<file path="src/rtl/tef_pkg.sv">
package tef_pkg;

  // Register bus geometry
  localparam int ADDR_W = 12;
  localparam int DATA_W = 32;
  localparam int REG_W = 16;

  // Register byte offsets
  localparam logic [ADDR_W-1:0] OFF_REQ_EN = 12'h00C;
  localparam logic [ADDR_W-1:0] OFF_FLAGS = 12'h010;
  localparam logic [ADDR_W-1:0] OFF_ERR_STAT = 12'h018;
  localparam logic [ADDR_W-1:0] OFF_ERR_MASK = 12'h01C;
  localparam logic [ADDR_W-1:0] OFF_TRIG_SEL = 12'h020;

  // Reset values
  localparam logic [REG_W-1:0] RST_REQ_EN = 16'h0000;
  localparam logic [REG_W-1:0] RST_FLAGS = 16'h0000;
  localparam logic [3:0] RST_ERR = 4'h0;
  localparam logic [7:0] RST_TRIG_SEL = 8'h00;

  // Writable bit masks; reserved bits read as zero
  localparam logic [REG_W-1:0] MASK_REQ_EN = 16'h7FFF;
  localparam logic [REG_W-1:0] MASK_FLAGS = 16'h1EFF;

  // Field positions; bits 0..7 shared by request_enable and event_flags, BIT_DMA in request_enable only, BIT_REP in event_flags only
  localparam int BIT_UPD = 0;
  localparam int BIT_CH = 1;
  localparam int NUM_CH = 4;
  localparam int BIT_COM = 5;
  localparam int BIT_TRG = 6;
  localparam int BIT_BRK = 7;
  localparam int NUM_IRQ = 8;
  localparam int BIT_DMA = 8;
  localparam int NUM_DMA = 7;
  localparam int BIT_REP = 9;

  // Trigger select register fields
  localparam int TSEL_FIRST_LSB = 0;
  localparam int TSEL_EIGHTH_LSB = 4;
  localparam int TSEL_W = 3;

  // Internal trigger select codes
  localparam logic [2:0] TS_INTERNAL_TRIGGER_ZERO = 3'h0;
  localparam logic [2:0] TS_INTERNAL_TRIGGER_ONE = 3'h1;
  localparam logic [2:0] TS_INTERNAL_TRIGGER_TWO = 3'h2;
  localparam logic [2:0] TS_INTERNAL_TRIGGER_THREE = 3'h3;

  // Source timer index within the trigger output vector
  localparam int SRC_T1 = 0;
  localparam int SRC_T2 = 1;
  localparam int SRC_T3 = 2;
  localparam int SRC_T4 = 3;
  localparam int SRC_T5 = 4;
  localparam int NUM_SRC = 5;

endpackage : tef_pkg

</file>
<file path="src/rtl/tef_reg_if.sv">
`timescale 1ns/1ps
interface tef_reg_if;
  import tef_pkg::*;
  logic wr;
  logic [ADDR_W-1:0] addr;
  logic [REG_W-1:0] wdata;
  logic [REG_W-1:0] rdata;
  logic hit;
  modport bus (output wr, addr, wdata, input rdata, hit);
  modport regs (input wr, addr, wdata, output rdata, hit);
endinterface : tef_reg_if

</file>
<file path="src/rtl/tef_apb_slave.sv">
`timescale 1ns/1ps
module tef_apb_slave
  import tef_pkg::*;
(
  // Clock and reset
  input wire logic sys_clk,
  input wire logic rst_n,
  // APB
  input wire logic psel,
  input wire logic penable,
  input wire logic pwrite,
  input wire logic [ADDR_W-1:0] paddr,
  input wire logic [DATA_W-1:0] pwdata,
  output logic [DATA_W-1:0] prdata,
  output logic pready,
  output logic pslverr,
  // Register side
  tef_reg_if.bus rif
);

  logic setup;
  logic access;

  assign setup = psel && !penable;
  assign access = psel && penable;

  // Zero wait states: every access completes in one access cycle
  assign pready = 1'b1;
  assign pslverr = access && !rif.hit;

  assign rif.addr = paddr;
  assign rif.wdata = pwdata[REG_W-1:0];
  assign rif.wr = access && pwrite && rif.hit;

  // Read data captured in the setup cycle so it comes from a flop
  always_ff @(posedge sys_clk) begin
    if (!rst_n) begin
      prdata <= '0;
    end else if (setup && !pwrite) begin
      prdata <= rif.hit ? {{(DATA_W-REG_W){1'b0}}, rif.rdata} : '0;
    end
  end

endmodule : tef_apb_slave

</file>
<file path="src/rtl/tef_trig_route.sv">
`timescale 1ns/1ps
module tef_trig_route
  import tef_pkg::*;
(
  // Trigger outputs of the source timers
  input wire logic [NUM_SRC-1:0] src_trig,
  // Select codes of the two slave timers
  input wire logic [TSEL_W-1:0] sel_first,
  input wire logic [TSEL_W-1:0] sel_eighth,
  // Selected internal triggers
  output logic itr_first,
  output logic itr_eighth
);

  // Codes above 011 select no internal trigger and drive the output low
  function automatic logic pick(input logic [TSEL_W-1:0] sel,
                                input logic [NUM_SRC-1:0] src,
                                input int i0, input int i1,
                                input int i2, input int i3);
    logic r;
    r = 1'b0;
    unique case (sel)
      TS_INTERNAL_TRIGGER_ZERO: r = src[i0];
      TS_INTERNAL_TRIGGER_ONE: r = src[i1];
      TS_INTERNAL_TRIGGER_TWO: r = src[i2];
      TS_INTERNAL_TRIGGER_THREE: r = src[i3];
      default: r = 1'b0;
    endcase
    return r;
  endfunction : pick

  assign itr_first = pick(sel_first, src_trig,
                          SRC_T5, SRC_T2, SRC_T3, SRC_T4);
  assign itr_eighth = pick(sel_eighth, src_trig,
                           SRC_T1, SRC_T2, SRC_T4, SRC_T5);

endmodule : tef_trig_route

</file>
<file path="src/rtl/tef_timer_events.sv">
// Contract
// - First advanced timer slave: codes 000..011 select timers 5, 2, 3, 4.
// - Enable register at 0x0C resets zero; bits 0..7 enable interrupts.
// - Enable bits 8..14 enable DMA requests; bit 15 reserved.
// - Flags at 0x10 reset zero; bit 0 set on update, software clears.
// - Repetition overrun with update enabled sets the update flag.
// - Software update generate, source select and disable at 0, sets it.
// - Trigger reinit with select and disable at 0 also sets it.
// - Output channel 1 flag set when counter equals compare value.
// - Input channel 1 flag set on capture; zero if none happened.
// - Channel 1 flag cleared by write or by reading its capture register.
// - Channels 2..4 flags at bits 2..4 behave like channel 1.
// - Trigger flag at bit 6 set on trigger event, software clears.
//
// Register access over APB was chosen for this implementation.
`timescale 1ns/1ps
module tef_timer_events
  import tef_pkg::*;
(
  // Clock and reset
  input wire logic sys_clk,
  input wire logic rst_n,
  // APB slave
  input wire logic psel,
  input wire logic penable,
  input wire logic pwrite,
  input wire logic [ADDR_W-1:0] paddr,
  input wire logic [DATA_W-1:0] pwdata,
  output logic [DATA_W-1:0] prdata,
  output logic pready,
  output logic pslverr,
  // Counter core controls and events
  input wire logic update_disable,
  input wire logic update_source_select,
  input wire logic update_generate,
  input wire logic rep_overflow,
  input wire logic trig_reinit,
  input wire logic trig_event,
  input wire logic com_event,
  input wire logic break_active,
  // Channel events
  input wire logic [NUM_CH-1:0] chan_is_input,
  input wire logic [NUM_CH-1:0] chan_match,
  input wire logic [NUM_CH-1:0] chan_capture,
  input wire logic [NUM_CH-1:0] chan_cc_read,
  // Internal trigger routing
  input wire logic [NUM_SRC-1:0] src_trig,
  output logic itr_first,
  output logic itr_eighth,
  // Update event toward the counter core
  output logic update_event,
  // Requests toward interrupt and DMA controllers
  output logic irq,
  output logic [NUM_IRQ-1:0] irq_src,
  output logic [NUM_DMA-1:0] dma_req
);

  tef_reg_if rif ();

  tef_apb_slave u_apb (
    .sys_clk (sys_clk),
    .rst_n (rst_n),
    .psel (psel),
    .penable (penable),
    .pwrite (pwrite),
    .paddr (paddr),
    .pwdata (pwdata),
    .prdata (prdata),
    .pready (pready),
    .pslverr (pslverr),
    .rif (rif)
  );

  logic [REG_W-1:0] request_enable;
  logic [REG_W-1:0] event_flags;
  logic [NUM_CH-1:0] err_status;
  logic [NUM_CH-1:0] err_mask;
  logic [7:0] trig_sel;

  logic [REG_W-1:0] next_flags;
  logic [REG_W-1:0] flag_set;
  logic [REG_W-1:0] flag_keep;
  logic [NUM_CH-1:0] next_err;
  logic upd_ev;
  logic [NUM_CH-1:0] ch_ev;
  logic [NUM_CH-1:0] rep_ev;

  function automatic logic reg_sel(input logic [ADDR_W-1:0] a,
                                   input logic [ADDR_W-1:0] off);
    return a == off;
  endfunction : reg_sel

  // Address decode and read mux
  always_comb begin
    rif.hit = 1'b1;
    rif.rdata = '0;
    if (reg_sel(rif.addr, OFF_REQ_EN)) begin
      rif.rdata = request_enable;
    end else if (reg_sel(rif.addr, OFF_FLAGS)) begin
      rif.rdata = event_flags;
    end else if (reg_sel(rif.addr, OFF_ERR_STAT)) begin
      rif.rdata = {{(REG_W-NUM_CH){1'b0}}, err_status};
    end else if (reg_sel(rif.addr, OFF_ERR_MASK)) begin
      rif.rdata = {{(REG_W-NUM_CH){1'b0}}, err_mask};
    end else if (reg_sel(rif.addr, OFF_TRIG_SEL)) begin
      rif.rdata = {{(REG_W-8){1'b0}}, trig_sel};
    end else begin
      rif.hit = 1'b0;
    end
  end

  // Request enables
  always_ff @(posedge sys_clk) begin
    if (!rst_n) begin
      request_enable <= RST_REQ_EN;
    end else if (rif.wr && reg_sel(rif.addr, OFF_REQ_EN)) begin
      request_enable <= rif.wdata & MASK_REQ_EN;
    end
  end

  // Trigger source selects for the two slave timers
  always_ff @(posedge sys_clk) begin
    if (!rst_n) begin
      trig_sel <= RST_TRIG_SEL;
    end else if (rif.wr && reg_sel(rif.addr, OFF_TRIG_SEL)) begin
      trig_sel <= rif.wdata[7:0];
    end
  end

  tef_trig_route u_route (
    .src_trig (src_trig),
    .sel_first (trig_sel[TSEL_FIRST_LSB +: TSEL_W]),
    .sel_eighth (trig_sel[TSEL_EIGHTH_LSB +: TSEL_W]),
    .itr_first (itr_first),
    .itr_eighth (itr_eighth)
  );

  // Update event: software and trigger sources are muted by the
  // source select, the repetition counter is not
  always_comb begin
    upd_ev = 1'b0;
    if (!update_disable) begin
      upd_ev = rep_overflow;
      if (!update_source_select) begin
        upd_ev = upd_ev || update_generate
                 || trig_reinit;
      end
    end
  end

  // Channel events: match in output mode, capture in input mode
  always_comb begin
    for (int i = 0; i < NUM_CH; i++) begin
      ch_ev[i] = chan_is_input[i] ? chan_capture[i]
                                  : chan_match[i];
      rep_ev[i] = chan_is_input[i] && chan_capture[i]
                  && event_flags[BIT_CH+i];
    end
  end

  always_comb begin
    flag_set = '0;
    flag_set[BIT_UPD] = upd_ev;
    flag_set[BIT_CH +: NUM_CH] = ch_ev;
    flag_set[BIT_COM] = com_event;
    flag_set[BIT_TRG] = trig_event;
    flag_set[BIT_BRK] = break_active;
    flag_set[BIT_REP +: NUM_CH] = rep_ev;
  end

  // Bits that survive this cycle before any new event is added
  always_comb begin
    flag_keep = event_flags;
    if (rif.wr && reg_sel(rif.addr, OFF_FLAGS)) begin
      flag_keep = flag_keep & rif.wdata;
    end
    for (int i = 0; i < NUM_CH; i++) begin
      if (chan_cc_read[i]) begin
        flag_keep[BIT_CH+i] = 1'b0;
      end
    end
    // A new event wins over a clear in the same cycle
    next_flags = (flag_keep | flag_set) & MASK_FLAGS;
  end

  always_ff @(posedge sys_clk) begin
    if (!rst_n) begin
      event_flags <= RST_FLAGS;
    end else begin
      event_flags <= next_flags;
    end
  end

  // Repeat captures are also logged as sticky, write-one-to-clear errors
  always_comb begin
    next_err = err_status;
    if (rif.wr && reg_sel(rif.addr, OFF_ERR_STAT)) begin
      next_err = next_err & ~rif.wdata[NUM_CH-1:0];
    end
    next_err = next_err | rep_ev;
  end

  always_ff @(posedge sys_clk) begin
    if (!rst_n) begin
      err_status <= RST_ERR;
    end else begin
      err_status <= next_err;
    end
  end

  always_ff @(posedge sys_clk) begin
    if (!rst_n) begin
      err_mask <= RST_ERR;
    end else if (rif.wr && reg_sel(rif.addr, OFF_ERR_MASK)) begin
      err_mask <= rif.wdata[NUM_CH-1:0];
    end
  end

  // Requests
  assign irq_src = event_flags[NUM_IRQ-1:0]
                   & request_enable[NUM_IRQ-1:0];
  assign irq = (|irq_src) || (|(err_status & err_mask));

  // DMA request pulses for one cycle per event, in the same cycle the flag rises
  always_ff @(posedge sys_clk) begin
    if (!rst_n) begin
      dma_req <= '0;
    end else begin
      dma_req <= flag_set[NUM_DMA-1:0]
                 & request_enable[BIT_DMA +: NUM_DMA];
    end
  end

  always_ff @(posedge sys_clk) begin
    if (!rst_n) begin
      update_event <= 1'b0;
    end else begin
      update_event <= upd_ev;
    end
  end

endmodule : tef_timer_events

</file>
<file path="config.mk">
export PLATFORM = sky130hd
export DESIGN_NAME = tef_timer_events
export DESIGN_NICKNAME = d
export VERILOG_FILES = /design/src/rtl/tef_pkg.sv /design/src/rtl/tef_reg_if.sv /design/src/rtl/tef_apb_slave.sv /design/src/rtl/tef_trig_route.sv /design/src/rtl/tef_timer_events.sv
export SDC_FILE = /design/constraint.sdc
export NUM_CORES = 1
export LEC_CHECK = 0
export BUFFER_PORTS_ARGS = -buffer_cell sky130_fd_sc_hd__buf_2
export CAP_MARGIN = 20
export CORE_MARGIN = 5
export CORE_UTILIZATION = 33
export DETAILED_ROUTE_END_ITERATION = 12
export GPL_TIMING_DRIVEN = 0
export SLEW_MARGIN = 10
export SYNTH_ARGS = -nofsm -noshare
export SYNTH_HDL_FRONTEND = slang
export SYNTH_SLANG_ARGS = --single-unit
</file>
<file path="constraint.sdc">
create_clock -name sys_clk -period 4.2 [get_ports sys_clk]
set_clock_uncertainty 0.15 [all_clocks]
set_input_delay 0.21 -clock sys_clk [delete_from_list [all_inputs] [get_ports sys_clk]]
set_output_delay 0.21 -clock sys_clk [all_outputs]
set_load 0.05 [all_outputs]
</file>
* After elaboration in Yosys (flattened, before gate mapping) *
Cells that the tools add are included.

operators by class
  equality and inequality tests = 11
  multiplexer cells = 25
  bitwise logic cells = 8
  reduce and logical (&&, ||, !) cells = 29

operators by type and width
  operator               count
  $eq A12 B5 Y1 const B  3
  $mux W16               2
  $mux W13               2
  $mux W8                3
  $logic_and A1 B1 Y1    19
  $mux W1                15
  $and A13 B13 Y13       1
  $or A13 B13 Y13        1
  $eq A12 B4 Y1 const B  1
  $eq A12 B6 Y1 const B  1
  $eq A3 B2 Y1 const B   4
  $and A4 B4 Y4          2
  $and A8 B8 Y8          1
  $pmux W1 S4            2
  $reduce_or A8 Y1       1
  $and A7 B7 Y7          1
  $eq A3 B1 Y1 const B   2
  $logic_not A3 Y1       2
  $mux W4                1
  $not A4 Y4             1
  $or A4 B4 Y4           1
  $reduce_or A4 Y1       1
  $logic_not A1 Y1       3
  $logic_or A1 B1 Y1     3

word-level totals
  register bits after elaboration = 83
  input bits = 78
  output and inout bits = 53
  logic and storage cells = 81

* Depth between registers and ports, before layout *
Gate-level depths: netlist (run 1).

  word-level depth = 11
  gate-level depth with buffers = 9

* By module *
A second synthesis (run 1) with hierarchy kept.

second synthesis, totals
  cells, all modules = 408
  area, all modules = 3,515.9 um^2

by module, submodules not included
  module            instances  cells each  area an instance (um^2)  seq. area each (um^2)
  tef_timer_events  1          281         2,394.8                  1,021.0
  tef_apb_slave     1          123         1,048.5                  320.3
  tef_trig_route    1          4           72.6                     0.0

* Least setup slack after synthesis (run 1) *
Ideal clock, no wire load.

  kind = flip-flop to output port
  start = register event_flags[1]
  end = output irq
  arrival = 2,055 ps
  data required time = 3,840 ps
  setup slack = 1,785 ps
  cell stages (with the launch flop) = 5
  cells stage by stage = dfxtp_1 > and2_1 > a211o_1 > or4_1 > or4_1

on the way
  word-level cells in the longest chain between the ends = 3

ends and longest elaborated chain
  what                    RTL line                 source
  start, declared         tef_timer_events.sv:75   logic [REG_W-1:0] event_flags;
  start signal, assigned  tef_timer_events.sv:190  event_flags <= next_flags;
  $and A8 B8 Y8           tef_timer_events.sv:221  & request_enable[NUM_IRQ-1:0];
  net irq_src[1]          tef_timer_events.sv:54   output logic [NUM_IRQ-1:0] irq_src,
  $reduce_or A8 Y1        tef_timer_events.sv:222  assign irq = (|irq_src) || (|(err_status & err_mask));
  $logic_or A1 B1 Y1      tef_timer_events.sv:222
  end, declared           tef_timer_events.sv:53   output logic irq,

The timed path passes the listed nets, and every way through them passes these cells.

* Worst setup path in the final report (run 1) *
  start = register event_flags[1]
  end = output irq

on the way
  word-level cells in the longest chain between the ends = 3

ends and longest elaborated chain
  what                RTL line
  $and A8 B8 Y8       tef_timer_events.sv:221
  $reduce_or A8 Y1    tef_timer_events.sv:222
  $logic_or A1 B1 Y1  tef_timer_events.sv:222

No other way between the ends.

==> impl_metrics.env, run 1 <==
export IMPL_outcome="completed"
export IMPL_start_util_pct=33.73
export IMPL_critPathBufInv=1
export IMPL_firstDrtPassIters=5
export IMPL_io_pin_count=131
export IMPL_regToRegEndpoint="u_apb.prdata[4]"
export IMPL_power_leakage_nw=1.860
export IMPL_r2r_start="trig_sel[4]"
export IMPL_clock_sinks=66
export IMPL_slew_viol_final=0
export IMPL_power_switching_w=0.0003482
export IMPL_netlist_instances=378
export IMPL_fin_tns_setup_ns=0
export IMPL_dieWidth_um=110.0
export IMPL_cp_common_cell="or4_1"
export IMPL_rrSetupSlack_ns=3.02
export IMPL_path_class="flip-flop to primary output"
export IMPL_first_iter_violations=180
export IMPL_final_period_utilization_pct=63.97
export IMPL_wirelength_um=10300
export IMPL_worst_ir_drop_vdd_mv=0.1281
export IMPL_die_y_um=110.0
export IMPL_clockPowerShare_pct=37.8
export IMPL_crit_family="simple AND/OR/NAND/NOR gates"
export IMPL_arrival_ns=2.33
export IMPL_antenna_found_initial=0
export IMPL_cp_slowest_cell="or4_1"
export IMPL_routabilityCongestion=0.7965
export IMPL_grt_max_degree=11
export IMPL_layout_common_cells="buf_2 (102), dfxtp_1 (66), nand2_1 (60)"
export IMPL_syn_area_per_cell_um2=8.722
export IMPL_relSlewSlack_pct=57.16
export IMPL_crit_start="event_flags[1]"
export IMPL_cts_tree="yes"
export IMPL_synth_area_mm2=0.003297
export IMPL_vias=3169
export IMPL_coreArea_mm2=0.009774
export IMPL_antenna_left=0
export IMPL_drive_gt1_share_pct=29.75
export IMPL_ys_flop_type="dfxtp_1"
export IMPL_crit_chain="and2_1 > a211o_1 > or4_1 > or4_1 > buf_2"
export IMPL_setup_violations_final=0
export IMPL_ys_types=47
export IMPL_final_setup_worst_slack_ns=1.513
export IMPL_grt_usage_pct=17.74
export IMPL_seqPwrFrac_pct=48.8
export IMPL_whs_endpoint="request_enable[4]"
export IMPL_dp_slack_ns=1.753
export IMPL_path_depth=5
export IMPL_synth_seq_area_share_pct=40.08
export IMPL_drc=0
export IMPL_cts_root_buf="clkbuf_8"
export IMPL_max_freq_mhz=372.2
export IMPL_slowest_delay_ns=0.51
export IMPL_grt_pass1_vias=3175
export IMPL_async_flop_share_pct=0
export IMPL_power_share_switching_pct=26.39
export IMPL_hp_class="input pin to flip-flop"
export IMPL_postCtsSetupRepairBufs=0
export IMPL_internal_power_w=0.0009710
export IMPL_dieArea_mm2=0.01209
export IMPL_dp_hpwl_um=8039
export IMPL_rsz0062_at_grt="no"
export IMPL_hold_violations=0
export IMPL_insertion_delay_ns=0.34
export IMPL_fill_cells=1027
export IMPL_layout_commonest_cell="buf_2"
export IMPL_grt_first_pass_wirelength_um=16060
export IMPL_critPathCaptureType="primary output"
export IMPL_nets=594
export IMPL_cts_buffers=9
export IMPL_whs_ns=0.01322
export IMPL_syn_to_final_growth_pct=32.03
export IMPL_hold_start="pwdata[4]"
export IMPL_required_ns=3.84
export IMPL_portBuffers=93
export IMPL_power_per_cell_area_mw_per_mm2=303.1
export IMPL_row_count=36
export IMPL_whs_path_depth=3
export IMPL_combPwrFrac_pct=13.4
export IMPL_cts_resized=0
export IMPL_stdcell_area_mm2=0.004353
export IMPL_synth_edff_count=0
export IMPL_crit_path_start_kind="flip-flop"
export IMPL_clockBufferDepth=2
export IMPL_max_cap_viol_count=0
export IMPL_htree_levels=3
export IMPL_avgRoutedWirePerCell_um=15.75
export IMPL_n_antenna_cell=0
export IMPL_yosys_warnings=0
export IMPL_grt_overflow_total=0
export IMPL_dpl_cell_area_mm2=0.003989
export IMPL_r2r_cells=4
export IMPL_cp_max_fo=4
export IMPL_tightest_slew_ns=0.6367
export IMPL_ys_ff_latch=66
export IMPL_vias_per_cell=4.846
export IMPL_path_clk_slew_ns=0.07
export IMPL_fin_crit_ns=2.687
## cells by family (layout without fill, tap and decap cells)
kind of cell | count (synthesis) | after routing | synth area share [%]
buf+inv | 42 | 169 | 7.856
flops | 66 | 66 | 40.08
other cells | 2 | 18 | 0.2278
mux | 19 | 19 | 6.527
simple gates | 159 | 159 | 25.69
compound gates | 90 | 90 | 19.62
## cells in the mapped netlist (2+ instances only)
master / instances / area, um2
a21boi_0: 9 / 67.56
a21boi_1: 20 / 150.1
a21o_1: 5 / 37.54
a21oi_1: 12 / 60.06
a22oi_1: 4 / 30.03
a2bb2oi_1: 8 / 70.07
a31oi_1: 9 / 56.30
and2_1: 12 / 75.07
and3_1: 2 / 12.51
and4_1: 2 / 17.52
buf_2: 9 / 45.04
buf_4: 18 / 135.1
buf_6: 3 / 33.78
clkbuf_1: 9 / 33.78
conb_1: 2 / 7.510
dfxtp_1: 66 / 1321
inv_1: 3 / 11.26
mux2i_1: 17 / 170.2
mux4_2: 2 / 45.04
nand2_1: 60 / 225.2
nand2b_1: 5 / 31.28
nand3_1: 13 / 65.06
nand4_1: 2 / 12.51
nor2_1: 20 / 75.07
nor2b_1: 23 / 143.9
nor3_1: 3 / 15.01
nor3b_1: 2 / 15.01
o21ai_0: 5 / 25.02
o21ai_2: 10 / 87.58
o31ai_1: 4 / 30.03
or4_1: 3 / 22.52
## per-stage QoR
stage | total power [W] | instances | utilization (%)
2_1_floorplan | 0.0007608 | 394 | -
3_3_place_gp | 0.0008185 | 620 | 40.81
3_5_place_dp | 0.0008212 | 620 | 40.81
4_1_cts | 0.001331 | 654 | 44.53
5_1_grt | 0.001369 | 654 | 44.53
6_report | 0.001319 | 654 | 44.53
## worst max-delay path by stage
stage / end
6_report: irq
2_1_floorplan: irq
5_1_grt: irq
4_1_cts: irq
3_5_place_dp: request_enable[6]
3_3_place_gp: request_enable[14]
## metal layers
layer	up-vias	routed length, um	global-route usage, %	part of all wire, %
met5	-	0	0	0
met4	0	230	6.322	2.2
met3	18	763	4.874	7.4
met2	122	4922	29.59	48
met1	1472	4384	21.81	43
li1	1557	-	-	-
## what timing repair did
item,4_1_cts,5_1_grt
endpoints found under the hold margin,18,0
setup endpoints to repair,0,0
hold buffers,18,0
## power groups by stage
| stage | sequential [W] | combinational, W | clock, W |
|---|---|---|---|
| after global routing | 0.000645 | 0.000191 | 0.000533 |
| after detailed placement | 0.000658 | 0.000163 | 0 |
| after global placement | 0.000658 | 0.000161 | 0 |
| final | 0.000644 | 0.000177 | 0.000499 |
| after floorplan | 0.000657 | 0.000104 | 0 |
| after CTS | 0.000644 | 0.000177 | 0.000510 |
## final cells by class
type	instances	area, um2	share of cell area [%]
plain buffers	39	247.7	5.691
clock buffers	15	176.4	4.053
clock inverters	1	7.507	0.1725
inverters	3	11.26	0.2587
multi-input cells	286	1777	40.82
flip-flops and latches	66	1321	30.35
well taps	133	166.4	3.823
repair buffers	111	645.6	14.83
## sequential cells by signal, summed over array words and instances, names as in the netlist
register,count
request_enable,15
u_apb.prdata,15
event_flags,12
trig_sel,8
dma_req,7
err_mask,4
err_status,4
update_event,1
## worst register-to-register path, stage by stage, from the launching register on
cell	delay (ns)
dfxtp_1	0.37
nand3_1	0.08
a21oi_1	0.22
a21oi_1	0.08
o31ai_1	0.19
Note: power is estimated with default switching activity, not from simulation.
==> run 2: changes to the inputs <==
==> constraint.sdc (replaced) <==
create_clock -name sys_clk -period 2.8 [get_ports sys_clk]
set_clock_uncertainty 0.15 [all_clocks]
set_input_delay 0.14 -clock sys_clk [delete_from_list [all_inputs] [get_ports sys_clk]]
set_output_delay 0.14 -clock sys_clk [all_outputs]
set_load 0.05 [all_outputs]
==> run 2 against run 1 <==
Via count is 4.8% higher. Cell area is 4.8% higher. Routed wire length is 3.6% higher. Utilization is 2.2 points higher. Global-route usage is 0.49 points higher. Register-to-register slack worse by 1.8 ns. Non-clock buffer count is 21 higher. Critical path type unchanged. Largest cell class unchanged. Final cell count is 3.2% higher. Sequential share of layout area is 1.4 points lower. Hold slack better by 0.012 ns.
==> impl_metrics.env, run 2 (synthesis results as in run 1) <==
export IMPL_vias_per_cell=4.921
export IMPL_power_switching_w=0.0005277
export IMPL_hp_class="input pin to flip-flop"
export IMPL_drc=0
export IMPL_layout_common_cells="buf_2 (102), dfxtp_1 (66), nand2_1 (60)"
export IMPL_combPwrFrac_pct=14.6
export IMPL_grt_max_degree=11
export IMPL_n_antenna_cell=0
export IMPL_clock_sinks=66
export IMPL_postCtsSetupRepairBufs=0
export IMPL_critPathCaptureType="primary output"
export IMPL_clockBufferDepth=2
export IMPL_cp_slowest_cell="or4_1"
export IMPL_whs_path_depth=3
export IMPL_grt_pass1_vias=3344
export IMPL_use_met1_pct=22.13
export IMPL_antenna_found_initial=0
export IMPL_dieWidth_um=110.0
export IMPL_fin_tns_setup_ns=0
export IMPL_dp_slack_ns=0.4229
export IMPL_grt_usage_pct=18.23
export IMPL_rrSetupSlack_ns=1.25
export IMPL_firstDrtPassIters=5
export IMPL_start_util_pct=33.73
export IMPL_fin_crit_ns=2.600
export IMPL_syn_to_final_growth_pct=38.41
export IMPL_hold_violations=0
export IMPL_seqPwrFrac_pct=48.1
export IMPL_power_leakage_nw=1.956
export IMPL_cts_tree="yes"
export IMPL_hold_start="chan_capture[2]"
export IMPL_nets=615
export IMPL_crit_path_start_kind="flip-flop"
export IMPL_power_share_switching_pct=26.29
export IMPL_row_count=36
export IMPL_insertion_delay_ns=0.34
export IMPL_tightest_slew_ns=0.6405
export IMPL_cp_max_fo=4
export IMPL_max_cap_viol_count=0
export IMPL_largestRegisters="request_enable x15, u_apb.prdata x15, event_flags x12"
export IMPL_cts_root_buf="clkbuf_8"
export IMPL_r2r_start="event_flags[1]"
export IMPL_cp_common_cell="or4_1"
export IMPL_regToRegEndpoint="event_flags[1]"
export IMPL_drive_gt1_share_pct=28.60
export IMPL_whs_endpoint="event_flags[11]"
export IMPL_dieArea_mm2=0.01209
export IMPL_internal_power_w=0.001479
export IMPL_setup_violations_final=0
export IMPL_final_period_utilization_pct=92.86
export IMPL_required_ns=2.51
export IMPL_clockPowerShare_pct=37.3
export IMPL_wirelength_um=10670
export IMPL_r2r_cells=4
export IMPL_antenna_left=0
export IMPL_fill_cells=1015
export IMPL_met2_usage_pct=30.59
export IMPL_path_clk_slew_ns=0.07
export IMPL_power_per_cell_area_mw_per_mm2=439.8
export IMPL_avgRoutedWirePerCell_um=15.80
export IMPL_slew_viol_final=0
export IMPL_portBuffers=93
export IMPL_routabilityCongestion=0.7965
export IMPL_io_pin_count=131
export IMPL_rsz0062_at_grt="no"
export IMPL_dp_hpwl_um=8039
export IMPL_grt_first_pass_wirelength_um=16640
export IMPL_path_class="flip-flop to primary output"
export IMPL_first_iter_violations=139
export IMPL_slowest_delay_ns=0.51
export IMPL_vias=3322
export IMPL_grt_overflow_total=0
export IMPL_arrival_ns=2.31
export IMPL_layout_commonest_cell="buf_2"
export IMPL_grt_util_met3_pct=4.932
export IMPL_htree_levels=3
export IMPL_outcome="completed"
export IMPL_die_y_um=110.0
export IMPL_cts_buffers=9
export IMPL_max_freq_mhz=384.6
export IMPL_whs_ns=0.02566
export IMPL_relSlewSlack_pct=56.91
export IMPL_top_usage_layer="met2"
export IMPL_crit_chain="and2_1 > a211o_1 > or4_1 > or4_1 > buf_2"
export IMPL_coreArea_mm2=0.009774
export IMPL_final_setup_worst_slack_ns=0.1999
export IMPL_worst_ir_drop_vdd_mv=0.1968
[run 2: cell types whose count changed in the layout (fill, tap and decap cells not counted), sizes merged]
cell / change
dlygate4sd3: +21
[run 2: per-layer routing]
| layer | wire (um) | up-vias | part of all wire, % |
|---|---|---|---|
| li1 | - | 1596 | - |
| met1 | 4472 | 1561 | 42 |
| met2 | 5067 | 140 | 47 |
| met3 | 832 | 25 | 7.8 |
| met4 | 296 | 0 | 2.8 |
| met5 | 0 | - | 0 |
[run 2: what timing repair did]
action / in CTS / in global routing
hold buffers: 39 / 0
gates resized for setup: 0 / 0
endpoints found under the hold margin: 43 / 0
[run 2: layout make-up]
cell class | instances | area, um2 | share of cell area, %
multi-input cells | 286 | 1777 | 38.94
well taps | 133 | 166.4 | 3.647
clock inverters | 1 | 7.507 | 0.1645
plain buffers | 39 | 247.7 | 5.429
flip-flops and latches | 66 | 1321 | 28.96
inverters | 3 | 11.26 | 0.2468
repair buffers | 132 | 855.8 | 18.76
clock buffers | 15 | 176.4 | 3.866
[run 2: power by group through the flow]
stage / Combinational, W / Sequential [W] / Clock [W]
floorplan: 0.000156 / 0.000986 / 0
global placement: 0.000241 / 0.000987 / 0
detailed placement: 0.000245 / 0.000987 / 0
CTS: 0.000292 / 0.000965 / 0.000766
global route: 0.000317 / 0.000967 / 0.000798
finish: 0.000293 / 0.000966 / 0.000748
[run 2: stage by stage]
stage | std cells | instance area, um2 | power [W] | utilization (%)
2_1_floorplan | 394 | 3357 | 0.001141 | -
3_5_place_dp | 620 | 3989 | 0.001232 | 40.81
6_report | 675 | 4563 | 0.002007 | 46.68
5_1_grt | 675 | 4563 | 0.002082 | 46.68
4_1_cts | 675 | 4563 | 0.002023 | 46.68
3_3_place_gp | 620 | 3989 | 0.001228 | 40.81
[run 2: worst max path at each step]
stage,from,to,slack (ns),depth (start not counted)
after floorplan,event_flags[1],irq,0.45,4
after global placement,paddr[9],request_enable[14],0.45,8
after detailed placement,paddr[9],request_enable[6],0.42,8
after CTS,event_flags[1],irq,0.18,5
after global routing,event_flags[1],irq,0.12,5
final,event_flags[1],irq,0.20,5
[run 2: critical path, delay by kind of cell, from the launching register on]
kind | cells | cell delay [ns]
and+or+nand+nor | 3 | 1.14
AOI/OAI and AO/OA | 1 | 0.28
DFF | 1 | 0.34
buffers and inverters | 1 | 0.22
==> run 3: changes to the inputs <==
--- a/config.mk
+++ b/config.mk
@@ -10,8 +10,9 @@
 export CORE_MARGIN = 5
 export CORE_UTILIZATION = 33
 export DETAILED_ROUTE_END_ITERATION = 12
+export GPL_ROUTABILITY_DRIVEN = 1
 export GPL_TIMING_DRIVEN = 0
-export SLEW_MARGIN = 10
+export SLEW_MARGIN = 30
 export SYNTH_ARGS = -nofsm -noshare
 export SYNTH_HDL_FRONTEND = slang
 export SYNTH_SLANG_ARGS = --single-unit
==> constraint.sdc (replaced) <==
create_clock -name sys_clk -period 2.8 [get_ports sys_clk]
set_clock_uncertainty 0.15 [all_clocks]
set_input_delay 0.28 -clock sys_clk [delete_from_list [all_inputs] [get_ports sys_clk]]
set_output_delay 0.28 -clock sys_clk [all_outputs]
set_load 0.05 [all_outputs]
==> run 3 against run 2 <==
Flip-flop and latch count unchanged. Sequential share of layout area grew 2.6 points. Highest routed layer unchanged. First-iteration DRC count increased by 5.0%. Via count is 6.6% lower. Power decreased by 2.4%. Combinational power shrank 16%. Largest power group unchanged. Worst setup slack got worse by 0.13 ns. Utilization down 3.9 points. Register-to-register slack better by 0.37 ns. Cell area shrank 8.3%.
==> impl_metrics.env, run 3 (synthesis results as in run 1) <==
export IMPL_layout_common_cells="buf_2 (102), dfxtp_1 (66), nand2_1 (60)"
export IMPL_fin_tns_setup_ns=0
export IMPL_path_clk_slew_ns=0.07
export IMPL_clock_sinks=66
export IMPL_hp_class="input pin to flip-flop"
export IMPL_final_period_utilization_pct=97.61
export IMPL_grt_usage_pct=17.40
export IMPL_clockBufferDepth=2
export IMPL_critPathCaptureType="primary output"
export IMPL_rsz0062_at_grt="no"
export IMPL_slowest_delay_ns=0.51
export IMPL_n_antenna_cell=0
export IMPL_path_class="flip-flop to primary output"
export IMPL_crit_path_start_kind="flip-flop"
export IMPL_whs_endpoint="event_flags[7]"
export IMPL_cts_hold_buffers_added=1
export IMPL_required_ns=2.37
export IMPL_grt_overflow_total=0
export IMPL_slew_viol_final=0
export IMPL_power_leakage_nw=1.789
export IMPL_power_share_switching_pct=26.47
export IMPL_cts_resized=0
export IMPL_whs_ns=0.03502
export IMPL_portBuffers=93
export IMPL_hold_violations=0
export IMPL_firstDrtPassIters=4
export IMPL_seqPwrFrac_pct=49.3
export IMPL_rrSetupSlack_ns=1.62
export IMPL_combPwrFrac_pct=12.6
export IMPL_max_freq_mhz=365.9
export IMPL_power_per_cell_area_mw_per_mm2=468.6
export IMPL_first_iter_violations=146
export IMPL_regToRegEndpoint="err_status[0]"
export IMPL_wirelength_um=10200
export IMPL_htree_levels=3
export IMPL_dp_hpwl_um=8039
export IMPL_cp_common_cell="or4_1"
export IMPL_layout_commonest_cell="buf_2"
export IMPL_cts_tree="yes"
export IMPL_grt_first_pass_wirelength_um=15730
export IMPL_grt_pass1_vias=3095
export IMPL_arrival_ns=2.30
export IMPL_whs_path_depth=3
export IMPL_dpl_cell_area_mm2=0.003989
export IMPL_drc=0
export IMPL_setup_violations_final=0
export IMPL_postCtsSetupRepairBufs=0
export IMPL_start_util_pct=33.73
export IMPL_r2r_start="event_flags[1]"
export IMPL_power_total_w=0.001960
export IMPL_clockPowerShare_pct=38.1
export IMPL_dp_slack_ns=0.2829
export IMPL_tightest_slew_ns=0.6346
export IMPL_fill_cells=1040
export IMPL_coreArea_mm2=0.009774
export IMPL_vias_per_cell=4.873
export IMPL_grt_max_degree=11
export IMPL_row_count=36
export IMPL_dieWidth_um=110.0
export IMPL_worst_ir_drop_vdd_mv=0.1917
export IMPL_largestRegisters="request_enable x15, u_apb.prdata x15, event_flags x12"
export IMPL_power_switching_w=0.0005187
export IMPL_fin_crit_ns=2.733
export IMPL_r2r_cells=4
export IMPL_cp_slowest_cell="or4_1"
export IMPL_syn_to_final_growth_pct=26.87
export IMPL_stdcell_area_mm2=0.004183
export IMPL_nets=577
export IMPL_internal_power_w=0.001441
export IMPL_cp_max_fo=4
export IMPL_die_y_um=110.0
export IMPL_drive_gt1_share_pct=30.75
export IMPL_routabilityCongestion=0.7965
export IMPL_crit_chain="and2_1 > a211o_1 > or4_1 > or4_1 > buf_2"
export IMPL_outcome="completed"
export IMPL_avgRoutedWirePerCell_um=16.01
export IMPL_relSlewSlack_pct=57.30
export IMPL_final_setup_worst_slack_ns=0.06682
export IMPL_insertion_delay_ns=0.34
export IMPL_hold_start="break_active"
export IMPL_dieArea_mm2=0.01209
export IMPL_antenna_left=0
export IMPL_cts_root_buf="clkbuf_8"
export IMPL_cts_buffers=9
export IMPL_vias=3104
export IMPL_io_pin_count=131
export IMPL_critPathBufInv=1
export IMPL_crit_family="simple AND/OR/NAND/NOR gates"
export IMPL_antenna_found_initial=0
export IMPL_max_cap_viol_count=0
## run 3: changes by cell type in the layout (fill, tap and decap cells not counted), sizes merged
cell and change:
dlygate4sd3 -38
## run 3: routing by layer
layer	vias to the layer above	track usage, %	share of wire, %
met5	-	0	0
met4	0	6.322	2.1
met3	17	5.050	8.3
met2	120	28.47	47
met1	1447	21.67	43
li1	1520	-	-
## run 3: power by group through the flow
stage | Clock (W) | Sequential [W] | Combinational, W
finish | 0.000748 | 0.000966 | 0.000247
global route | 0.000800 | 0.000967 | 0.000267
CTS | 0.000766 | 0.000965 | 0.000247
detailed placement | 0 | 0.000987 | 0.000245
global placement | 0 | 0.000987 | 0.000241
floorplan | 0 | 0.000986 | 0.000156
## run 3: cell type report
type | instances | area [um2] | area share [%]
clock buffer | 15 | 176.4 | 4.218
clock inverter | 1 | 7.507 | 0.1795
tap | 133 | 166.4 | 3.978
buffer | 39 | 247.7 | 5.923
multi-input combinational | 286 | 1777 | 42.48
inverter | 3 | 11.26 | 0.2692
sequential | 66 | 1321 | 31.59
timing repair buffer | 94 | 475.5 | 11.37
## run 3: worst max path at each step
stage          slack (ns)  cells past startpoint                  to           start
3_3_place_gp         0.31                      8  request_enable[14]        paddr[9]
5_1_grt             0.004                      5                 irq  event_flags[1]
2_1_floorplan        0.31                      4                 irq  event_flags[1]
6_report             0.07                      5                 irq  event_flags[1]
3_5_place_dp         0.28                      8   request_enable[6]        paddr[9]
4_1_cts              0.04                      5                 irq  event_flags[1]
## run 3: metrics by stage
stage / util [%] / cells
final: 42.79 / 637
after global routing: 42.79 / 637
after CTS: 42.79 / 637
after detailed placement: 40.81 / 620
after global placement: 40.81 / 620
after floorplan: - / 394
## run 3: worst reg2reg max path: cells and delay by family, from the launching register on
family | cells | cell delay, ns
flip-flops | 1 | 0.38
AND/OR/NAND/NOR | 3 | 0.41
AO/OA/AOI/OAI | 1 | 0.17
